## config.mk

```make
export PLATFORM = sky130hd
export DESIGN_NAME = pwm_period_duty_generator
export DESIGN_NICKNAME = d
export VERILOG_FILES = /design/src/logic/pwm_period_duty_generator.v
export VERILOG_INCLUDE_DIRS = /design/src /design/src/include
export SDC_FILE = /design/constraint.sdc
export NUM_CORES = 1
export LEC_CHECK = 0
export ABC_CLOCK_PERIOD_IN_PS = 4100
export BUFFER_PORTS_ARGS = -buffer_cell sky130_fd_sc_hd__buf_2
export CAP_MARGIN = 15
export CORE_AREA = 2 2 101 103
export DETAILED_ROUTE_END_ITERATION = 8
export DIE_AREA = 0 0 103 105
export PLACE_DENSITY = 0.59
export SYNTH_ARGS = -nofsm -noshare
export SYNTH_HDL_FRONTEND = slang
export SYNTH_SLANG_ARGS = --single-unit
```

## constraint.sdc

```tcl
create_clock -name mclk -period 4.1 [get_ports mclk]
set_clock_uncertainty 0.2 [all_clocks]
set_input_delay 0.82 -clock mclk [delete_from_list [all_inputs] [get_ports mclk]]
set_output_delay 0.82 -clock mclk [all_outputs]
set_load 0.03 [all_outputs]
```

## src/include/pwm_gen_defs.vh

```
// register offsets, field positions and reset values of the pwm generator
// Contract
// - period ends when the 8-bit time base counter equals the period register.
// - next increment after match clears counter, sets output, loads buffered duty.
// - zero duty never sets the output, so it stays low all period.
// - postscaler ignored for period; it only divides match events for an update flag.
// - duty is 10 bits: low-byte register on top, control bits 5:4 below.
// - duty writes accepted anytime but applied only at the next period match.
// - in pwm mode the active duty byte is read-only to software.
// - active byte plus hidden 2-bit latch form the glitch-free working duty.
// - output cleared when active duty equals counter extended by two fine bits (phase at prescale 1, prescaler bits otherwise).
// - duty above period never reaches the clear match; output stays high.
// - prescale ratios 1, 4 and 16 chosen by the timer control prescale field.
// - resolution equals log2 of oscillator to pwm frequency ratio.
// - the time base counts only while timer control bit 2 is set.
// - clearing the whole unit control register forces the output latch low.
`ifndef PWM_GEN_DEFS_VH
`define PWM_GEN_DEFS_VH

// register addresses
`define ADDR_COUNTER        4'h0
`define ADDR_PERIOD         4'h1
`define ADDR_TB_CONTROL     4'h2
`define ADDR_DUTY_LOW       4'h3
`define ADDR_DUTY_ACTIVE    4'h4
`define ADDR_UNIT_CONTROL   4'h5
`define ADDR_IRQ_STATUS     4'h6
`define ADDR_IRQ_MASK       4'h7

// time base control fields
`define TBC_PRESCALE_LSB    0
`define TBC_RUN_BIT         2
`define TBC_POST_LSB        3
// unit control fields
`define UC_MODE_LSB         0
`define UC_DUTY_LSB_LSB     4
`define UC_PWM_MODE         4'hC
// interrupt status bits
`define IRQ_PERIOD_BIT      0
`define IRQ_POSTSCALE_BIT   1

// reset values
`define RST_BYTE            8'h00
`define RST_PERIOD          8'hFF
`define RST_IRQ             2'h0

`endif

```

## src/logic/pwm_period_duty_generator.v

```verilog
// pwm generator: time base, prescaler, double-buffered duty and register port
//
// Local design decisions: strobed register access and the address map.
`include "pwm_gen_defs.vh"
`timescale 1ns/1ns
`default_nettype none
module pwm_period_duty_generator (
    // clock and reset
    input  wire        mclk,
    input  wire        reset_n,
    // register port
    input  wire [3:0]  addr,
    input  wire [7:0]  wdata,
    input  wire        wr_stb,
    input  wire        rd_stb,
    output reg  [7:0]  rdata,
    // pwm pin and interrupt
    output reg         unit2_output_pin,
    output reg         irq
);

    // software registers
    reg [7:0] time_base_counter_q;
    reg [7:0] time_base_period_q;
    reg [6:0] time_base_control_q;
    reg [7:0] unit2_duty_low_byte_q;
    reg [7:0] unit2_duty_active_byte_q;
    reg [5:0] unit2_control_q;
    reg [1:0] duty_latch_q;          // hidden two low duty bits
    reg [1:0] phase_q;               // quarter-cycle phase
    reg [3:0] prescale_q;            // prescaler counter
    reg [3:0] post_cnt_q;
    reg [1:0] irq_status_q;
    reg [1:0] irq_mask_q;

    wire       wr_unit    = wr_stb && (addr == `ADDR_UNIT_CONTROL);
    wire       pwm_mode   = (unit2_control_q[3:0] == `UC_PWM_MODE);
    wire       run        = time_base_control_q[`TBC_RUN_BIT];
    wire [1:0] ps_sel     = time_base_control_q[1:0];
    wire [3:0] post_sel   = time_base_control_q[6:3];

    // prescaler terminal counts 0, 3, 15 divide the quarter-cycle tick by 1, 4, 16
    reg [3:0] ps_last;
    always @* begin
        case (ps_sel)
            2'h0:    ps_last = 4'h0;
            2'h1:    ps_last = 4'h3;
            default: ps_last = 4'hF;
        endcase
    end

    // one counter increment every four oscillator phases times prescale
    wire tick_phase = run && (phase_q == 2'h3);
    wire inc        = tick_phase && (prescale_q == ps_last);
    wire match      = (time_base_counter_q == time_base_period_q);
    wire wrap       = inc && match;

    // fine bits: phase for prescale 1, prescaler bits otherwise
    wire [1:0] fine = (ps_sel == 2'h0) ? phase_q :
                      (ps_sel == 2'h1) ? prescale_q[1:0] : prescale_q[3:2];
    wire [9:0] active_duty = {unit2_duty_active_byte_q, duty_latch_q};
    wire [9:0] next_duty   = {unit2_duty_low_byte_q, unit2_control_q[5:4]};
    // fine bits advance every mclk at prescale 1, every quarter-cycle tick at prescale 4, every fourth tick at prescale 16
    wire       fine_adv    = (ps_sel == 2'h0) ? run :
                             (ps_sel == 2'h1) ? tick_phase :
                             (tick_phase && (prescale_q[1:0] == 2'h3));
    // compare against the position about to be entered so high time is duty units exactly
    wire [9:0] next_pos    = {time_base_counter_q, fine} + 10'h001;
    wire       clr_match   = fine_adv && (active_duty == next_pos);

    // postscaler divides matches only for the update flag
    wire post_evt = wrap && (post_cnt_q == post_sel);

    // phase, prescaler and time base counter
    always @(posedge mclk) begin
        if (!reset_n) begin
            phase_q             <= 2'h0;
            prescale_q          <= 4'h0;
            time_base_counter_q <= `RST_BYTE;
        end else begin
            if (run) begin
                phase_q <= phase_q + 2'h1;
            end
            if (tick_phase) begin
                prescale_q <= (prescale_q == ps_last) ? 4'h0 : prescale_q + 4'h1;
            end
            if (wr_stb && addr == `ADDR_COUNTER) begin
                time_base_counter_q <= wdata;
            end else if (wrap) begin
                time_base_counter_q <= 8'h00;
            end else if (inc) begin
                time_base_counter_q <= time_base_counter_q + 8'h01;
            end
        end
    end

    // software-written registers
    always @(posedge mclk) begin
        if (!reset_n) begin
            time_base_period_q    <= `RST_PERIOD;
            time_base_control_q   <= 7'h00;
            unit2_duty_low_byte_q <= `RST_BYTE;
            unit2_control_q       <= 6'h00;
            irq_mask_q            <= `RST_IRQ;
        end else if (wr_stb) begin
            case (addr)
                `ADDR_PERIOD:       time_base_period_q    <= wdata;
                `ADDR_TB_CONTROL:   time_base_control_q   <= wdata[6:0];
                `ADDR_DUTY_LOW:     unit2_duty_low_byte_q <= wdata;
                `ADDR_UNIT_CONTROL: unit2_control_q       <= wdata[5:0];
                `ADDR_IRQ_MASK:     irq_mask_q            <= wdata[1:0];
                default: ;
            endcase
        end
    end

    // active duty: loaded only at period wrap; plain write outside pwm mode
    always @(posedge mclk) begin
        if (!reset_n) begin
            unit2_duty_active_byte_q <= `RST_BYTE;
            duty_latch_q             <= 2'h0;
        end else if (pwm_mode && wrap) begin
            unit2_duty_active_byte_q <= next_duty[9:2];
            duty_latch_q             <= next_duty[1:0];
        end else if (!pwm_mode && wr_stb && addr == `ADDR_DUTY_ACTIVE) begin
            unit2_duty_active_byte_q <= wdata;
        end
    end

    // output latch
    always @(posedge mclk) begin
        if (!reset_n) begin
            unit2_output_pin <= 1'b0;
        end else if (wr_unit && wdata == 8'h00) begin
            unit2_output_pin <= 1'b0;
        end else if (!pwm_mode) begin
            unit2_output_pin <= 1'b0;
        end else if (wrap) begin
            unit2_output_pin <= (next_duty != 10'h000);
        end else if (clr_match) begin
            unit2_output_pin <= 1'b0;
        end
    end

    // postscale counter and sticky interrupt status, set wins over clear
    always @(posedge mclk) begin
        if (!reset_n) begin
            post_cnt_q   <= 4'h0;
            irq_status_q <= `RST_IRQ;
            irq          <= 1'b0;
        end else begin
            if (wrap) begin
                post_cnt_q <= post_evt ? 4'h0 : post_cnt_q + 4'h1;
            end
            irq_status_q <= (irq_status_q & ~((wr_stb && addr == `ADDR_IRQ_STATUS) ? wdata[1:0] : 2'h0))
                            | {post_evt, wrap};
            irq <= |(irq_status_q & irq_mask_q);
        end
    end

    // read data one cycle after the strobe
    always @(posedge mclk) begin
        if (!reset_n) begin
            rdata <= 8'h00;
        end else if (rd_stb) begin
            case (addr)
                `ADDR_COUNTER:      rdata <= time_base_counter_q;
                `ADDR_PERIOD:       rdata <= time_base_period_q;
                `ADDR_TB_CONTROL:   rdata <= {1'b0, time_base_control_q};
                `ADDR_DUTY_LOW:     rdata <= unit2_duty_low_byte_q;
                `ADDR_DUTY_ACTIVE:  rdata <= unit2_duty_active_byte_q;
                `ADDR_UNIT_CONTROL: rdata <= {2'h0, unit2_control_q};
                `ADDR_IRQ_STATUS:   rdata <= {6'h00, irq_status_q};
                `ADDR_IRQ_MASK:     rdata <= {6'h00, irq_mask_q};
                default:            rdata <= 8'h00;
            endcase
        end else begin
            rdata <= 8'h00;
        end
    end

endmodule // pwm_period_duty_generator
`default_nettype wire

```

Yosys cells after proc, flatten, opt, wreduce, memory -nomap -nowiden
Index checks and enable logic that the tools add are counted.
- word-level logic and storage cells: 86
- RAM bits: 0
- memory bits (read-only): 0
- latch bits: 0
- output and inout bits: 10
- bits in registers: 71
- memories kept: 0
- input bits: 16
- reduce and logical (&&, ||, !) cells: 29
- multipliers: 0
- order comparisons: 0
- mux-type cells: 16
- equality and inequality tests: 15
- bitwise logic cells: 6
- shifts and indexed selects: 0
- divide/modulo/power cells: 0
- add/subtract/negate cells: 5
- operators by type and width (cell ; number):
    8-bit case mux with 8 select lines ; 1
    8-bit 2-to-1 mux ; 5
    4-bit by 3-bit equality test with 1-bit output (second input constant) ; 4
    1-bit logical AND ; 13
    2-bit AND reduction ; 6
    10-bit by 1-bit adder with 10-bit output (second input constant) ; 1
    10-bit equality test ; 1
    10-bit nonzero test ; 1
    4-bit by 1-bit adder with 4-bit output (second input constant) ; 2
    8-bit by 1-bit adder with 8-bit output (second input constant) ; 1
    4-bit by 2-bit equality test with 1-bit output (second input constant) ; 2
    4-bit equality test ; 2
    8-bit equality test ; 1
    8-bit zero test ; 1
    4-bit 2-to-1 mux ; 2
    4-bit case mux with 2 select lines ; 1
    2-bit 2-to-1 mux ; 3
    2-bit bitwise AND ; 2
    2-bit equality test (second input constant) ; 2
    4-bit by 1-bit equality test with 1-bit output (second input constant) ; 1
    4-bit equality test (second input constant) ; 1
    4-bit zero test ; 1
    1-bit 2-to-1 mux ; 4
    2-bit nonzero test ; 2
    10 further kinds ; 11

Depth between registers and ports, before layout
- word-level depth: 8
- mapped depth: 9
- mapped depth without buffers: 8

Least setup slack after synthesis
Ideal clock, no wire load.
- kind: input -> register
- start point: input addr[0]
- end point: register unit2_duty_active_byte_q[6]
- slack: 1.552 ns
- stages on the path: 8
- data arrival time: 2.258 ns
- path buffers: 3
- library setup time: 0.091 ns
- cell sequence: clkbuf_1 nor2_1 and3_1 clkbuf_1 and3_1 buf_1 nand2_1 a311oi_1
- longest elaborated chain between the ends: 3
- ends and longest elaborated chain (what ; RTL line ; source):
    start, declared ; pwm_period_duty_generator.v:12 ; input wire [3:0] addr,
    4-bit by 3-bit equality test with 1-bit output ; -- ;
    1-bit logical AND (no line) ; -- ;
    2-bit nonzero test (no line) ; -- ;
    end signal, assigned ; pwm_period_duty_generator.v:120 ; unit2_duty_active_byte_q <= `RST_BYTE;
    end signal, assigned ; pwm_period_duty_generator.v:123 ; unit2_duty_active_byte_q <= next_duty[9:2];
    end signal, assigned ; pwm_period_duty_generator.v:126 ; unit2_duty_active_byte_q <= wdata;
    end, declared ; pwm_period_duty_generator.v:27 ; reg [7:0] unit2_duty_active_byte_q;
No other way between the ends.
A chain may end at the register's enable or synchronous reset.

Worst setup path in the final report
- start point: register time_base_control_q[0]
- end point: register post_cnt_q[0]
- longest elaborated chain between the ends: 7
- elaborated cells between the ends (all ways): 8
- those cells by class: eq/ne: 2; mux: 2; reduce/logical: 4
- ends and longest elaborated chain (what ; RTL line ; source):
    start, declared ; pwm_period_duty_generator.v:25 ; reg [6:0] time_base_control_q;
    start signal, assigned ; pwm_period_duty_generator.v:108 ; `ADDR_TB_CONTROL: time_base_control_q <= wdata[6:0];
    2-bit by 1-bit equality test with 1-bit output / 2-bit zero test (equally long branches) ; pwm_period_duty_generator.v:45 ; case (ps_sel)
    4-bit case mux with 2 select lines * ; pwm_period_duty_generator.v:45 ;
    4-bit equality test * ; pwm_period_duty_generator.v:54 ; wire inc = tick_phase && (prescale_q == ps_last);
    1-bit logical AND * ; pwm_period_duty_generator.v:54 ;
    1-bit logical AND * ; pwm_period_duty_generator.v:56 ; wire wrap = inc && match;
    1-bit logical AND ; pwm_period_duty_generator.v:72 ; wire post_evt = wrap && (post_cnt_q == post_sel);
    4-bit 2-to-1 mux ; pwm_period_duty_generator.v:153 ; post_cnt_q <= post_evt ? 4'h0 : post_cnt_q + 4'h1;
    end signal, assigned ; pwm_period_duty_generator.v:153 ;
    end, declared ; pwm_period_duty_generator.v:32 ; reg [3:0] post_cnt_q;
Mark *: on every way between the ends. The rest lies on a longest branch, timed or not.

==> results.toml <==
[run_status]
outcome = "completed"

[sta]
report.final.slew_viol_count = 0
rsz0062_at_grt = "no"
fmax_ghz = 0.340
setup_violations = 0
timing.final.crit_period_ns = 2.94
max_slew_margin_pct = 41.5
timing.final.crit_share_pct = 71.8
finalHoldViolations = 0
worst_pin_slew_ns = 0.874
tns_ns = 0

[placement]
hpwlAfterDp_mm = 7.76
placement.io_buffers = 25
gp_congestion = 0.868

[global_route]
groute.usage.overall_pct = 21.1
grt_first_pass_wirelength_mm = 17.3
grt_antenna_before_repair = 0
largest_net_degree_at_the_start_of_global_routing = 42
grt_pass1_vias = 3171
gr-total-overflow = 0

[floorplan]
dieWidth_um = 103
placementRows = 36
ios = 26
die-height_um = 105
die-area_sq_mm = 0.0108
start_util_pct = 39.3
coreArea_sq_mm = 0.00964

[cts]
clock_insertion_delay_worst_skew_ns = 0.36
cts_setup_buffers = 0
tritoncts.num_buffers = 9
cts.sinks = 71
cts.clk_slew.worst_paths_ns = 0.08
hold_buffers = 0
clk_path_buf_depth = 2
cts.root.buffer_cell = "sky130_fd_sc_hd__clkbuf_8"
tritoncts_clock_tree = "yes"
cts_resized = 0
cts.htree.levels = 3

[worst_setup_path]
r2r-start = "time_base_control_q[0]$_SDFFE_PN0P_"
startpoint_type = "register"
worstSetupPathType = "reg -> reg"
path_max_fanout = 14
cp.required_ns = 4.12
worstSetupStartpoint = "time_base_control_q[0]$_SDFFE_PN0P_"
end_kind = "register"
critical_path_arrival_ns = 2.96

[cells_and_area]
final_nets = 477
fill_cells = 1006
diodes = 0
post_route_cells_drive_above_1_share_pct = 11.7
layout.core_utilization_pct = 43.6
layout-area-overhead-vs-synth_pct = 11.1

[power]
peak_ir_drop_on_the_vdd_network_v = 0.000196
pd_cells_mw_per_mm2 = 357
power_leakage_nw = 1.60
power_mw = 1.50

[detailed_routing]
drt-pass1-iter-count = 5
routed_via_density = 5.77
via_count = 3425
drc = 0
wl_mm = 11.1
drt_iter0_drc = 300
routedWlPerCell_um = 18.7
postRouteAntennaNets = 0

[synthesis]
yosysWarnings = 0
synth.avg_cell_area_sq_um = 8.41
synth_nets = 471
synthesis.instances = 450
synth.distinct_cells = 46
netlist_area_sq_mm = 0.00378
synth-edff-count = 0
post_synth_arst_share_pct = 0
ys_seq_area_share_pct = 37.6
ys_seq_elements = 71
synth_top_flop_cell = "sky130_fd_sc_hd__dfxtp_1"

[flow_run]
max_cap_violations = 0

[worst_hold_path]
hp-start = "duty_latch_q[1]$_SDFFE_PN0P_"
worst_hold_path_type = "reg -> reg"
==> power by group <==
part           total [mW]  switching (mW)  internal, mW
Clock               0.688           0.282         0.406
Combinational       0.102          0.0670        0.0348
Sequential          0.709          0.0126         0.696
==> cells in the mapped netlist, types with 9 or more instances <==
master | number | area share [%]
sky130_fd_sc_hd__mux2i_1 | 35 | 9.3
sky130_fd_sc_hd__a21oi_1 | 28 | 3.7
sky130_fd_sc_hd__clkbuf_1 | 29 | 2.9
sky130_fd_sc_hd__a31oi_1 | 9 | 1.5
sky130_fd_sc_hd__dfxtp_1 | 71 | 38
sky130_fd_sc_hd__nand3_1 | 25 | 3.3
sky130_fd_sc_hd__xor2_1 | 16 | 3.7
sky130_fd_sc_hd__nand2_1 | 41 | 4.1
sky130_fd_sc_hd__xnor2_1 | 16 | 3.7
sky130_fd_sc_hd__o21ai_0 | 26 | 3.4
sky130_fd_sc_hd__nor2_1 | 50 | 5.0
sky130_fd_sc_hd__a22oi_1 | 12 | 2.4
==> cell usage in the layout (no fill, tap or decap), types with 6 or more instances in the layout <==
cell and count:
sky130_fd_sc_hd__nand4_1 8, sky130_fd_sc_hd__xnor2_1 16, sky130_fd_sc_hd__a22oi_1 12, sky130_fd_sc_hd__xor2_1 16
sky130_fd_sc_hd__nor4_1 6, sky130_fd_sc_hd__inv_1 6, sky130_fd_sc_hd__and3_1 6, sky130_fd_sc_hd__nand3_1 25
sky130_fd_sc_hd__o21ai_0 26, sky130_fd_sc_hd__nand2_1 41, sky130_fd_sc_hd__dfxtp_1 71, sky130_fd_sc_hd__clkbuf_8 9
sky130_fd_sc_hd__mux2i_1 35, sky130_fd_sc_hd__nor2_1 50, sky130_fd_sc_hd__a31oi_1 9, sky130_fd_sc_hd__a21oi_1 28
sky130_fd_sc_hd__buf_2 25
==> routing by layer <==
layer / vias up / part of all wire, % / global-route usage, % / wire length, um
met1: 1627 / 45 / 29.9 / 5000
li1: 1628 / - / - / -
met3: 23 / 7.6 / 5.02 / 849
met4: 0 / 2.2 / 6.67 / 241
met2: 147 / 45 / 31.4 / 5030
met5: - / 0 / 0 / 0
==> through the flow <==
stage | std cells | worst slack (ns) | hold WS, ns | cell area, sq um
5_1_grt | 594 | 0.999 | 0.325 | 4200
3_3_place_gp | 578 | 1.26 | 0.266 | 3960
6_report | 594 | 1.16 | 0.276 | 4200
2_1_floorplan | 450 | 1.55 | 0.247 | 3780
3_5_place_dp | 578 | 1.19 | 0.269 | 3960
4_1_cts | 594 | 1.18 | 0.279 | 4200
==> path summary, 6_finish.rpt <==
kind                                        to  slack [ns]  cells after the start
setup / recovery    post_cnt_q[0]$_SDFFE_PN0P_        1.16                      5
hold / removal    duty_latch_q[1]$_SDFFE_PN0P_        0.28                      2
setup reg to reg    post_cnt_q[0]$_SDFFE_PN0P_        1.16                      5
hold reg to reg   duty_latch_q[1]$_SDFFE_PN0P_        0.28                      2
==> critical path, stage by stage (launching register included) <==
cell	delay, ns
sky130_fd_sc_hd__dfxtp_1	0.41
sky130_fd_sc_hd__or4_1	0.55
sky130_fd_sc_hd__a221o_1	0.50
sky130_fd_sc_hd__or3_1	0.61
sky130_fd_sc_hd__o21ai_0	0.46
sky130_fd_sc_hd__nor2_1	0.09
==> logic make-up after synthesis <==
family,Yosys count,synth area share [%]
and+or+nand+nor,159,19.9
AOI/OAI and AO/OA,100,16.5
DFF,71,37.6
muxes,43,12.5
buffers and inverters,40,4.40
xor gates and xnor gates,32,7.40
adders and majority gates,5,1.65
==> final cells by class <==
type	count	area, sq um	area share, %
inverter	7	26.3	0.625
clock inverter	7	121	2.89
multi-input combinational	339	2200	52.3
sequential	71	1420	33.8
timing repair buffer	28	148	3.51
clock buffer	9	124	2.95
tap	133	166	3.96
==> registers in the layout, summed over array words and instances (netlist names), 4 cells and up <==
signal,count
unit2_control_q,6
rdata,8
post_cnt_q,4
time_base_control_q,7
time_base_period_q,8
prescale_q,4
time_base_counter_q,8
unit2_duty_active_byte_q,8
unit2_duty_low_byte_q,8
Note: power is estimated with default switching activity, not from simulation.
